[src/hdl/eivu_pkg.sv]
// Constants, register map and types of the external interrupt and vector unit.
package eivu_pkg;
    localparam int APB_ADDR_W = 10;
    localparam int APB_DATA_W = 32;
    localparam int REG_IDX_W = 8;
    // Register indices; the byte address is four times the index.
    localparam logic [7:0] IDX_CORE_CTRL = 8'h35;
    localparam logic [7:0] IDX_GEN_MASK = 8'h3B;
    localparam logic [7:0] IDX_GEN_FLAG = 8'h3A;
    localparam logic [7:0] IDX_CHG_MASK_A = 8'h23;
    localparam logic [7:0] IDX_CHG_MASK_B = 8'h22;
    localparam logic [7:0] IDX_WAKE_STAT = 8'h30;
    localparam int SENSE_LO = 0;
    localparam int SENSE_HI = 1;
    localparam int EN_EXT1 = 7;
    localparam int EN_EXT0 = 6;
    localparam int EN_PC_A = 5;
    localparam int EN_PC_B = 4;
    localparam int FLAG_EXT1 = 7;
    localparam int FLAG_EXT0 = 6;
    localparam int FLAG_PC = 5;
    localparam logic [1:0] CORE_CTRL_RST = 2'h0;
    localparam logic [3:0] GEN_MASK_RST = 4'h0;
    localparam logic [7:0] CHG_MASK_A_RST = 8'hC8;
    localparam logic [7:0] CHG_MASK_B_RST = 8'hFF;
    localparam int NUM_WATCH = 16;
    localparam int GRP_B_LO = 8;
    localparam int GRP_B_HI = 11;
    localparam int NUM_SRC = 18;
    localparam int VEC_W = 5;
    localparam logic [4:0] VEC_RESET = 5'h00;
    localparam logic [4:0] VEC_EXT0 = 5'h01;
    localparam logic [4:0] VEC_PC = 5'h02;
    localparam logic [4:0] VEC_EXT1 = 5'h0D;
    localparam logic [4:0] VEC_LAST = 5'h12;
    localparam int CLK_PERIOD_NS = 25;
    localparam int STARTUP_UNIT_NS = 1000;
    localparam int STARTUP_UNIT_CYC = (STARTUP_UNIT_NS + CLK_PERIOD_NS - 1) / CLK_PERIOD_NS;
    localparam int CNT_W = 16;
    typedef enum logic [1:0] {
        EIVU_SENSE_LOW = 2'b00,
        EIVU_SENSE_ANY = 2'b01,
        EIVU_SENSE_FALL = 2'b10,
        EIVU_SENSE_RISE = 2'b11
    } eivu_sense_t;
    typedef enum logic {
        EIVU_RUN = 1'b0,
        EIVU_START = 1'b1
    } eivu_wake_t;
endpackage : eivu_pkg

[src/hdl/eivu_pin_sync.sv]
// Three-stage pin synchroniser with agreement filter.
`timescale 1ns/1ps
`default_nettype none
module eivu_pin_sync #(
    parameter int WIDTH = 18
) (
    input wire logic sys_clk,
    input wire logic sys_rst,
    input wire logic [WIDTH-1:0] pinIn,
    output logic [WIDTH-1:0] pinLvl
);
    logic [WIDTH-1:0] s1_reg, s2_reg, s3_reg, lvl_reg;
    logic [WIDTH-1:0] s1_next, s2_next, s3_next, lvl_next;

    // Only the second and third stages are compared; the first stage may be metastable.
    always_comb begin
        s1_next = pinIn;
        s2_next = s1_reg;
        s3_next = s2_reg;
        lvl_next = lvl_reg;
        for (int i = 0; i < WIDTH; i++) begin
            if (s2_reg[i] == s3_reg[i]) begin
                lvl_next[i] = s3_reg[i];
            end
        end
    end

    // Pins idle high after reset so that no spurious change appears.
    always_ff @(posedge sys_clk or posedge sys_rst) begin
        if (sys_rst) begin
            s1_reg <= '1;
            s2_reg <= '1;
            s3_reg <= '1;
            lvl_reg <= '1;
        end else begin
            s1_reg <= s1_next;
            s2_reg <= s2_next;
            s3_reg <= s3_next;
            lvl_reg <= lvl_next;
        end
    end

    assign pinLvl = lvl_reg;
endmodule : eivu_pin_sync
`default_nettype wire

[src/hdl/eivu_prio_enc.sv]
// Priority encoder that picks the pending source with the lowest vector address.
`timescale 1ns/1ps
`default_nettype none
module eivu_prio_enc #(
    parameter int NUM = 18
) (
    input wire logic [NUM-1:0] pend,
    output logic [eivu_pkg::VEC_W-1:0] vecIdx,
    output logic anyPend
);
    // Bit i of pend belongs to vector address i + 1; scanning downward lets the lowest win.
    always_comb begin
        vecIdx = eivu_pkg::VEC_RESET;
        anyPend = 1'b0;
        for (int i = NUM - 1; i >= 0; i--) begin
            if (pend[i]) begin
                vecIdx = eivu_pkg::VEC_W'(i + 1);
                anyPend = 1'b1;
            end
        end
    end
endmodule : eivu_prio_enc
`default_nettype wire

[src/hdl/eivu_top.sv]
// External interrupt detection, vector selection and wake-up for a small microcontroller.
// Operation
// - Reset vector is word address zero.
// - First external request vectors to 0x0001.
// - Shared pin-change request vectors to 0x0002.
// - Second external request vectors to 0x000D.
// - Other peripheral sources take fixed slots.
// - Vector only for enabled, requesting sources.
// - Requests trigger even when pins drive.
// - Any enabled watched pin toggle requests.
// - Mask registers select contributing change pins.
// - Pin change detection needs no I/O clock.
// - Sense falling, rising or low level.
// - Low level keeps requesting while low.
// - Edge detection only with I/O clock.
// - Low level detected without I/O clock.
// - Level must outlast start-up for interrupt.
// - Early level loss resumes after sleep.
// - Start-up length comes from fuse settings.
// - Sense bits decode low, any, fall, rise.
// - Pins sampled before edge detection.
// - Flags set on trigger, cleared by service.
// - Level sensing holds request flag cleared.
`timescale 1ns/1ps
`default_nettype none
module eivu_top #(
    parameter int STARTUP_CYC = eivu_pkg::STARTUP_UNIT_CYC
) (
    input wire logic sys_clk,
    input wire logic sys_rst,
    input wire logic psel,
    input wire logic penable,
    input wire logic pwrite,
    input wire logic [eivu_pkg::APB_ADDR_W-1:0] paddr,
    input wire logic [eivu_pkg::APB_DATA_W-1:0] pwdata,
    output logic [eivu_pkg::APB_DATA_W-1:0] prdata,
    output logic pready,
    output logic pslverr,
    input wire logic extReq0Pin,
    input wire logic extReq1Pin,
    input wire logic [eivu_pkg::NUM_WATCH-1:0] changeWatchPins,
    input wire logic [eivu_pkg::NUM_SRC-1:0] periphReq,
    input wire logic globalEnable,
    input wire logic sleeping,
    input wire logic ioClkRun,
    input wire logic [1:0] startupFuse,
    input wire logic [3:0] clockSourceFuse,
    input wire logic coreAck,
    output logic irqReq,
    output logic [eivu_pkg::VEC_W-1:0] vecAddr,
    output logic wakeUp,
    output logic resumeNext
);
    localparam int SYNC_W = eivu_pkg::NUM_WATCH + 2;

    function automatic eivu_pkg::eivu_sense_t senseOf(input logic [1:0] sel);
        senseOf = eivu_pkg::eivu_sense_t'(sel);
    endfunction : senseOf

    function automatic logic edgeHit(input eivu_pkg::eivu_sense_t mode, input logic prev,
                                     input logic cur);
        case (mode)
            eivu_pkg::EIVU_SENSE_ANY: edgeHit = prev != cur;
            eivu_pkg::EIVU_SENSE_FALL: edgeHit = prev && !cur;
            eivu_pkg::EIVU_SENSE_RISE: edgeHit = !prev && cur;
            default: edgeHit = 1'b0;
        endcase
    endfunction : edgeHit

    // The start-up time grows with the start-up fuse and bits 1:0 of the clock-source fuse; the long settings take many cycles.
    function automatic logic [eivu_pkg::CNT_W-1:0] startupLoad(input logic [1:0] startup_fuse,
                                                              input logic [3:0] clock_source_fuse);
        logic [eivu_pkg::CNT_W-1:0] base;
        base = eivu_pkg::CNT_W'(STARTUP_CYC) * eivu_pkg::CNT_W'({2'h0, startup_fuse} + 4'h1);
        startupLoad = base << clock_source_fuse[1:0];
    endfunction : startupLoad

    // Pins are read as inputs even when their port drives them, so software can provoke requests.
    logic [SYNC_W-1:0] pinLvl;
    eivu_pin_sync #(.WIDTH(SYNC_W)) uSync (
        .sys_clk(sys_clk),
        .sys_rst(sys_rst),
        .pinIn({changeWatchPins, extReq1Pin, extReq0Pin}),
        .pinLvl(pinLvl)
    );

    logic lvl0, lvl1;
    logic [eivu_pkg::NUM_WATCH-1:0] lvlWatch;
    assign lvl0 = pinLvl[0];
    assign lvl1 = pinLvl[1];
    assign lvlWatch = pinLvl[SYNC_W-1:2];

    logic [1:0] coreCtrl_reg, coreCtrl_next;
    logic [3:0] genMask_reg, genMask_next;
    logic [7:0] chgMaskA_reg, chgMaskA_next;
    logic [7:0] chgMaskB_reg, chgMaskB_next;
    logic [31:0] prdata_reg, prdata_next;
    logic pready_reg, pready_next;
    logic pslverr_reg, pslverr_next;
    logic ext0Flag_reg, ext0Flag_next;
    logic ext1Flag_reg, ext1Flag_next;
    logic pcFlag_reg, pcFlag_next;
    logic [1:0] prevExt_reg, prevExt_next;
    logic [eivu_pkg::NUM_WATCH-1:0] prevWatch_reg, prevWatch_next;
    eivu_pkg::eivu_wake_t wake_reg, wake_next;
    logic [eivu_pkg::CNT_W-1:0] cnt_reg, cnt_next;
    logic wakeUp_reg, wakeUp_next;
    logic resumeNext_reg, resumeNext_next;
    logic irqReq_reg, irqReq_next;
    logic [eivu_pkg::VEC_W-1:0] vecAddr_reg, vecAddr_next;

    logic [eivu_pkg::REG_IDX_W-1:0] regIdx;
    logic wrEn, flagW1c0, flagW1c1, flagW1cPc;
    eivu_pkg::eivu_sense_t senseMode;
    logic edge0, edge1, pcChange;
    logic [eivu_pkg::NUM_WATCH-1:0] watchEn;
    logic en0, en1, pcEn;
    logic [eivu_pkg::NUM_SRC-1:0] pendSrc;
    logic [eivu_pkg::VEC_W-1:0] encIdx;
    logic anyPend, wakeEvent, ackExt0, ackExt1, ackPc;

    assign regIdx = paddr[eivu_pkg::APB_ADDR_W-1:2];
    assign wrEn = psel && penable && pready_reg && pwrite;
    assign senseMode = senseOf(coreCtrl_reg);
    assign en0 = genMask_reg[eivu_pkg::EN_EXT0 - 4];
    assign en1 = genMask_reg[eivu_pkg::EN_EXT1 - 4];
    assign pcEn = genMask_reg[eivu_pkg::EN_PC_A - 4] || genMask_reg[eivu_pkg::EN_PC_B - 4];

    // Register bus: one wait cycle, then data and the error flag stand with pready.
    always_comb begin
        coreCtrl_next = coreCtrl_reg;
        genMask_next = genMask_reg;
        chgMaskA_next = chgMaskA_reg;
        chgMaskB_next = chgMaskB_reg;
        pready_next = psel && penable && !pready_reg;
        prdata_next = prdata_reg;
        pslverr_next = 1'b0;
        if (psel && penable && !pready_reg) begin
            prdata_next = '0;
            case (regIdx)
                eivu_pkg::IDX_CORE_CTRL: prdata_next[1:0] = coreCtrl_reg;
                eivu_pkg::IDX_GEN_MASK: prdata_next[7:4] = genMask_reg;
                eivu_pkg::IDX_GEN_FLAG: prdata_next[7:5] = {ext1Flag_reg, ext0Flag_reg, pcFlag_reg};
                eivu_pkg::IDX_CHG_MASK_A: prdata_next[7:0] = chgMaskA_reg;
                eivu_pkg::IDX_CHG_MASK_B: prdata_next[7:0] = chgMaskB_reg;
                eivu_pkg::IDX_WAKE_STAT: prdata_next[1:0] = {wakeUp_reg, wake_reg};
                default: pslverr_next = 1'b1;
            endcase
        end
        if (wrEn) begin
            case (regIdx)
                eivu_pkg::IDX_CORE_CTRL: coreCtrl_next = pwdata[1:0];
                eivu_pkg::IDX_GEN_MASK: genMask_next = pwdata[7:4];
                eivu_pkg::IDX_CHG_MASK_A: chgMaskA_next = pwdata[7:0];
                eivu_pkg::IDX_CHG_MASK_B: chgMaskB_next = pwdata[7:0];
                default: ;
            endcase
        end
    end

    always_ff @(posedge sys_clk or posedge sys_rst) begin
        if (sys_rst) begin
            coreCtrl_reg <= eivu_pkg::CORE_CTRL_RST;
            genMask_reg <= eivu_pkg::GEN_MASK_RST;
            chgMaskA_reg <= eivu_pkg::CHG_MASK_A_RST;
            chgMaskB_reg <= eivu_pkg::CHG_MASK_B_RST;
            prdata_reg <= 32'h0000_0000;
            pready_reg <= 1'b0;
            pslverr_reg <= 1'b0;
        end else begin
            coreCtrl_reg <= coreCtrl_next;
            genMask_reg <= genMask_next;
            chgMaskA_reg <= chgMaskA_next;
            chgMaskB_reg <= chgMaskB_next;
            prdata_reg <= prdata_next;
            pready_reg <= pready_next;
            pslverr_reg <= pslverr_next;
        end
    end

    // Group A enables watched pins 7:0 and 15:12, group B pins 11:8.
    always_comb begin
        for (int i = 0; i < eivu_pkg::NUM_WATCH; i++) begin
            if (i >= eivu_pkg::GRP_B_LO && i <= eivu_pkg::GRP_B_HI) begin
                watchEn[i] = genMask_reg[eivu_pkg::EN_PC_B - 4];
            end else begin
                watchEn[i] = genMask_reg[eivu_pkg::EN_PC_A - 4];
            end
        end
    end

    assign flagW1c0 = wrEn && regIdx == eivu_pkg::IDX_GEN_FLAG && pwdata[eivu_pkg::FLAG_EXT0];
    assign flagW1c1 = wrEn && regIdx == eivu_pkg::IDX_GEN_FLAG && pwdata[eivu_pkg::FLAG_EXT1];
    assign flagW1cPc = wrEn && regIdx == eivu_pkg::IDX_GEN_FLAG && pwdata[eivu_pkg::FLAG_PC];
    assign ackExt0 = coreAck && vecAddr_reg == eivu_pkg::VEC_EXT0;
    assign ackExt1 = coreAck && vecAddr_reg == eivu_pkg::VEC_EXT1;
    assign ackPc = coreAck && vecAddr_reg == eivu_pkg::VEC_PC;

    // Edge history only advances with the I/O clock, so a halted clock sees no edge.
    assign edge0 = ioClkRun && edgeHit(senseMode, prevExt_reg[0], lvl0);
    assign edge1 = ioClkRun && edgeHit(senseMode, prevExt_reg[1], lvl1);
    assign pcChange = |((lvlWatch ^ prevWatch_reg) & {chgMaskB_reg, chgMaskA_reg} & watchEn);

    // Detection and flags; a set in the same cycle as a clear wins.
    always_comb begin
        prevExt_next = ioClkRun ? {lvl1, lvl0} : prevExt_reg;
        prevWatch_next = lvlWatch;
        ext0Flag_next = ext0Flag_reg;
        ext1Flag_next = ext1Flag_reg;
        pcFlag_next = pcFlag_reg;
        if (flagW1c0 || ackExt0) begin
            ext0Flag_next = 1'b0;
        end
        if (flagW1c1 || ackExt1) begin
            ext1Flag_next = 1'b0;
        end
        if (flagW1cPc || ackPc) begin
            pcFlag_next = 1'b0;
        end
        if (edge0) begin
            ext0Flag_next = 1'b1;
        end
        if (edge1) begin
            ext1Flag_next = 1'b1;
        end
        if (pcChange) begin
            pcFlag_next = 1'b1;
        end
        if (senseMode == eivu_pkg::EIVU_SENSE_LOW) begin
            ext0Flag_next = 1'b0;
            ext1Flag_next = 1'b0;
        end
    end

    always_ff @(posedge sys_clk or posedge sys_rst) begin
        if (sys_rst) begin
            prevExt_reg <= 2'h3;
            prevWatch_reg <= 16'hFFFF;
            ext0Flag_reg <= 1'b0;
            ext1Flag_reg <= 1'b0;
            pcFlag_reg <= 1'b0;
        end else begin
            prevExt_reg <= prevExt_next;
            prevWatch_reg <= prevWatch_next;
            ext0Flag_reg <= ext0Flag_next;
            ext1Flag_reg <= ext1Flag_next;
            pcFlag_reg <= pcFlag_next;
        end
    end

    // Low level is read straight from the synchronised pin and needs no I/O clock.
    always_comb begin
        pendSrc = periphReq;
        if (senseMode == eivu_pkg::EIVU_SENSE_LOW) begin
            pendSrc[eivu_pkg::VEC_EXT0 - 1] = en0 && !lvl0;
            pendSrc[eivu_pkg::VEC_EXT1 - 1] = en1 && !lvl1;
        end else begin
            pendSrc[eivu_pkg::VEC_EXT0 - 1] = en0 && ext0Flag_reg;
            pendSrc[eivu_pkg::VEC_EXT1 - 1] = en1 && ext1Flag_reg;
        end
        pendSrc[eivu_pkg::VEC_PC - 1] = pcEn && pcFlag_reg;
    end

    eivu_prio_enc #(.NUM(eivu_pkg::NUM_SRC)) uEnc (
        .pend(pendSrc),
        .vecIdx(encIdx),
        .anyPend(anyPend)
    );

    assign wakeEvent = anyPend;

    // Wake-up: the core stays held for the start-up time, then either takes a request or resumes.
    always_comb begin
        wake_next = wake_reg;
        cnt_next = cnt_reg;
        wakeUp_next = wakeUp_reg;
        resumeNext_next = 1'b0;
        case (wake_reg)
            eivu_pkg::EIVU_RUN: begin
                wakeUp_next = 1'b0;
                if (sleeping && wakeEvent) begin
                    wake_next = eivu_pkg::EIVU_START;
                    cnt_next = startupLoad(startupFuse, clockSourceFuse);
                    wakeUp_next = 1'b1;
                end
            end
            eivu_pkg::EIVU_START: begin
                cnt_next = cnt_reg - 1'b1;
                if (cnt_reg <= 1) begin
                    wake_next = eivu_pkg::EIVU_RUN;
                    wakeUp_next = 1'b0;
                    resumeNext_next = !(globalEnable && anyPend);
                end
            end
            default: begin
                wake_next = eivu_pkg::EIVU_RUN;
                wakeUp_next = 1'b0;
            end
        endcase
    end

    always_ff @(posedge sys_clk or posedge sys_rst) begin
        if (sys_rst) begin
            wake_reg <= eivu_pkg::EIVU_RUN;
            cnt_reg <= '0;
            wakeUp_reg <= 1'b0;
            resumeNext_reg <= 1'b0;
        end else begin
            wake_reg <= wake_next;
            cnt_reg <= cnt_next;
            wakeUp_reg <= wakeUp_next;
            resumeNext_reg <= resumeNext_next;
        end
    end

    // The request drops in the acknowledge cycle so a stale vector is never offered twice.
    always_comb begin
        irqReq_next = globalEnable && anyPend && !coreAck && !sleeping
                      && wake_reg == eivu_pkg::EIVU_RUN;
        vecAddr_next = vecAddr_reg;
        if (irqReq_next) begin
            vecAddr_next = encIdx;
        end
    end

    always_ff @(posedge sys_clk or posedge sys_rst) begin
        if (sys_rst) begin
            irqReq_reg <= 1'b0;
            vecAddr_reg <= eivu_pkg::VEC_RESET;
        end else begin
            irqReq_reg <= irqReq_next;
            vecAddr_reg <= vecAddr_next;
        end
    end

    assign prdata = prdata_reg;
    assign pready = pready_reg;
    assign pslverr = pslverr_reg;
    assign irqReq = irqReq_reg;
    assign vecAddr = vecAddr_reg;
    assign wakeUp = wakeUp_reg;
    assign resumeNext = resumeNext_reg;
endmodule : eivu_top
`default_nettype wire

[config.mk]
export PLATFORM = sky130hd
export DESIGN_NAME = eivu_top
export DESIGN_NICKNAME = d
export VERILOG_FILES = /design/src/hdl/eivu_pkg.sv /design/src/hdl/eivu_pin_sync.sv /design/src/hdl/eivu_prio_enc.sv /design/src/hdl/eivu_top.sv
export SDC_FILE = /design/constraint.sdc
export NUM_CORES = 1
export LEC_CHECK = 0
export BUFFER_PORTS_ARGS = -buffer_cell sky130_fd_sc_hd__buf_2
export CORE_UTILIZATION = 30
export CTS_CLUSTER_SIZE = 40
export DETAILED_ROUTE_END_ITERATION = 10
export GPL_TIMING_DRIVEN = 0
export PLACE_DENSITY = 0.48
export SETUP_SLACK_MARGIN = 0.2
export SLEW_MARGIN = 10
export SYNTH_ARGS = -nofsm -noshare
export SYNTH_HDL_FRONTEND = slang
export SYNTH_SLANG_ARGS = --single-unit
[constraint.sdc]
create_clock -name sys_clk -period 10.32 [get_ports sys_clk]
set_input_delay 0.516 -clock sys_clk [delete_from_list [all_inputs] [get_ports sys_clk]]
set_output_delay 0.516 -clock sys_clk [all_outputs]
set_load 0.05 [all_outputs]
==> run summary <==
Outcome - complete, no violations
Critical Path End - cnt_reg[7]
R2r endpoint - cnt_reg[7]
Synth Area in Simple Gates - 11.1%
Clk_lat worst skew - 420 ps
First-pass DRT Iterations - 5
Final Slew Violations - 0
Xor/xnor share of the synthesized area - 2.51%
Async S/R FF share, synth - 100%
Max incr delay on CP - 670 ps
Fmax - 0.404 GHz
Die span in x - 151 µm
Worst IR Drop VDD - 0.0870 mV
Seq/Total Area, Yosys - 58.6%
Core ar. - 21400 µm²
Warnings, synthesis - 0
Fin Setup TNS - 0 ps
Largest net degree at the start of global routing - 85
Max Cap Viol - 0
Final GP Congestion - 0.828
GRT Util Overall - 13.5%
# Post-CTS Setup Buffers - 0
Reg2reg setup slack - 7840 ps
Synthesized area per cell - 12.6 µm²
Port Buf Inserts - 78
I/O Pins - 135
Setup violators final - 0
CTS HTree Levels - 4
CP startpoint - coreCtrl_reg[1]
DRC - 0
PwrDens - 173 nW/µm²
Clock sink total - 150
Fin nets - 750
CP Launch Type - register
Slew @ Worst Pin - 810 ps
Critical Path RT - 10580 ps
Crit share post-route - 24.0%
Cts repair resizes - 0
Fin area - 8040 µm²
Syn Inst Count - 527
Cell variety after synth - 70
Minimum clock period - 2480 ps
CTS Buffer Depth - 2
Crit end category - register
Top FF cell, synth - dfstp_2
DR vias/cell - 4.65
First-pass GRT wire length - 23200 µm
CTS tree - built
WP data arrival - 2740 ps
Antenna viol nets, final - 0
Post-DP Area - 7470 µm²
Via Count - 4357
R2R cell count - 6
RR Startpoint - coreCtrl_reg[1]
Antenna violations before repair - 2
Critical path's top delay family - compound AO/OA/AOI/OAI gates
Max_slew headroom - 45.7%
WP depth - 6
Grt ovf - 0
Mux contribution to synthesized area - 7.18%
HP Class - in2async
Vias in the first global route - 4378
WL/cell - 15.2 µm
Clk slew on worst S/H paths - 70 ps
Post-Synth Adder-Cell Area - 4.42%
Total die area - 22700 µm²
Setup CP Type - reg2reg
Synthesis-to-layout area growth - 21.5%
Routed WL - 14200 µm
Core Rows - 53
Seq cells post-synth - 150
Final Hold Viols - 0
Hold_buf cts - 0
Clk_skew - 7.90 ps
Static Leak - 3.44 nW
HPWL Detailed - 10500 µm
CP Max Fanout - 10
Detailed Route Iter0 Violations - 193
Post-synth EDFFs - 0
Starting Density - 31.0%
Combinational family with the most area after synthesis - compound AO/OA/AOI/OAI gates
Share of layout cells above drive strength 1 - 42.9%
RSZ-0062 raised after global routing - no
WP buf/inv - 1
Root buf cell - clkbuf_16
Compound-Gate Fraction of Synth Area - 11.5%
Crit path max-delay cell type - o21ai_0
Netlist Area Pre-Place - 6620 µm²
Total CTS buffers - 17
DIE HEIGHT - 151 µm
CP Cell Sequence - buf_2, o211a_1, nor4_2, nand4_1, o21ai_0, a211oi_1
## area by class of cell
class                           instances  area, µm²
Fill cell                            2103      13300
Sequential cell                       150       3880
Multi-Input combinational cell        345       2520
Clock buffer                           18        429
Timing Repair Buffer                   79        418
Tap cell                              275        344
Buffer                                 36        236
Clock inverter                         13        135
Inverter                               19       78.8
Antenna cell                            2       5.00
## layer usage
| metal | part of all wire (%) | track usage [%] |
|---|---|---|
| met1 | 45 | 16.9 |
| met2 | 49 | 21.7 |
| met3 | 4.6 | 4.42 |
| met4 | 1.5 | 4.65 |
| met5 | 0 | 0 |
## Yosys cell counts, types with 7 or more instances
master | number | area (µm²)
a211oi_1 | 11 | 82.6
a21oi_1 | 14 | 70.1
buf_4 | 24 | 180
dfrtp_1 | 49 | 1230
dfstp_2 | 101 | 2650
ha_1 | 9 | 113
inv_1 | 18 | 67.6
maj3_1 | 18 | 180
mux2_2 | 24 | 270
mux2i_1 | 16 | 160
nand2_1 | 25 | 93.8
nand3_1 | 9 | 45.0
nand4_1 | 7 | 43.8
nor2_1 | 22 | 82.6
nor3_1 | 11 | 55.1
o21a_1 | 9 | 67.6
o21ai_0 | 24 | 120
o31ai_1 | 9 | 67.6
xor2_1 | 17 | 149
## worst register-to-register path: cells and delay by family, from the launching register on
kind	cells	cell delay, ps
simple gates	2	650
flops	1	380
compound gates	3	1110
buf+inv	1	180
## per-stage QoR
stage / worst slack [ps] / std cells / power (mW) / hold slack [ps] / utilization, %
detailed placement: 7700 / 904 / 0.803 / 347 / 35.0
floorplan: 5930 / 550 / 0.758 / 345 / -
CTS: 7830 / 935 / 1.41 / 134 / 37.6
global placement: 4210 / 903 / 0.797 / 345 / 34.8
global route: 7670 / 935 / 1.46 / 146 / 37.6
finish: 7840 / 937 / 1.39 / 146 / 37.7
## placed cells by master (no fill, tap or decap), types with 11 or more instances in the layout
cell type	netlist	final
mux2_2	24	24
inv_1	18	17
mux2i_1	16	16
o21ai_0	24	24
buf_4	24	24
buf_2	3	81
nand2_1	25	25
xor2_1	17	17
clkbuf_16	0	17
a211oi_1	11	11
a21oi_1	14	14
dfstp_2	101	101
nor2_1	22	22
nor3_1	11	11
conb_1	1	24
dfrtp_1	49	49
maj3_1	18	18
## worst min path at each step
stage	from	end	depth (start not counted)	slack, ps
floorplan	uSync.s1_reg[0]	uSync.s2_reg[0]	0	350
global placement	uSync.s1_reg[3]	uSync.s2_reg[3]	0	350
detailed placement	uSync.s1_reg[0]	uSync.s2_reg[0]	0	350
CTS	sys_rst	chgMaskA_reg[5]	2	130
global route	sys_rst	chgMaskA_reg[5]	2	150
finish	sys_rst	chgMaskA_reg[5]	2	150
## cells by family (layout without fill, tap and decap cells)
family / after synthesis / in the layout
AOI/OAI and AO/OA: 107 / 107
xor gates and xnor gates: 19 / 19
adders and majority gates: 27 / 27
buffers and inverters: 55 / 165
DFF: 150 / 150
muxes: 43 / 43
other: 1 / 26
and+or+nand+nor: 125 / 125
## report_power, final
part	leakage [nW]	switching [mW]	internal, mW
registers	1.66	0.0217	0.640
clock network	0.272	0.260	0.339
logic	1.50	0.0833	0.0460
Power figures use the tool's default switching activity.
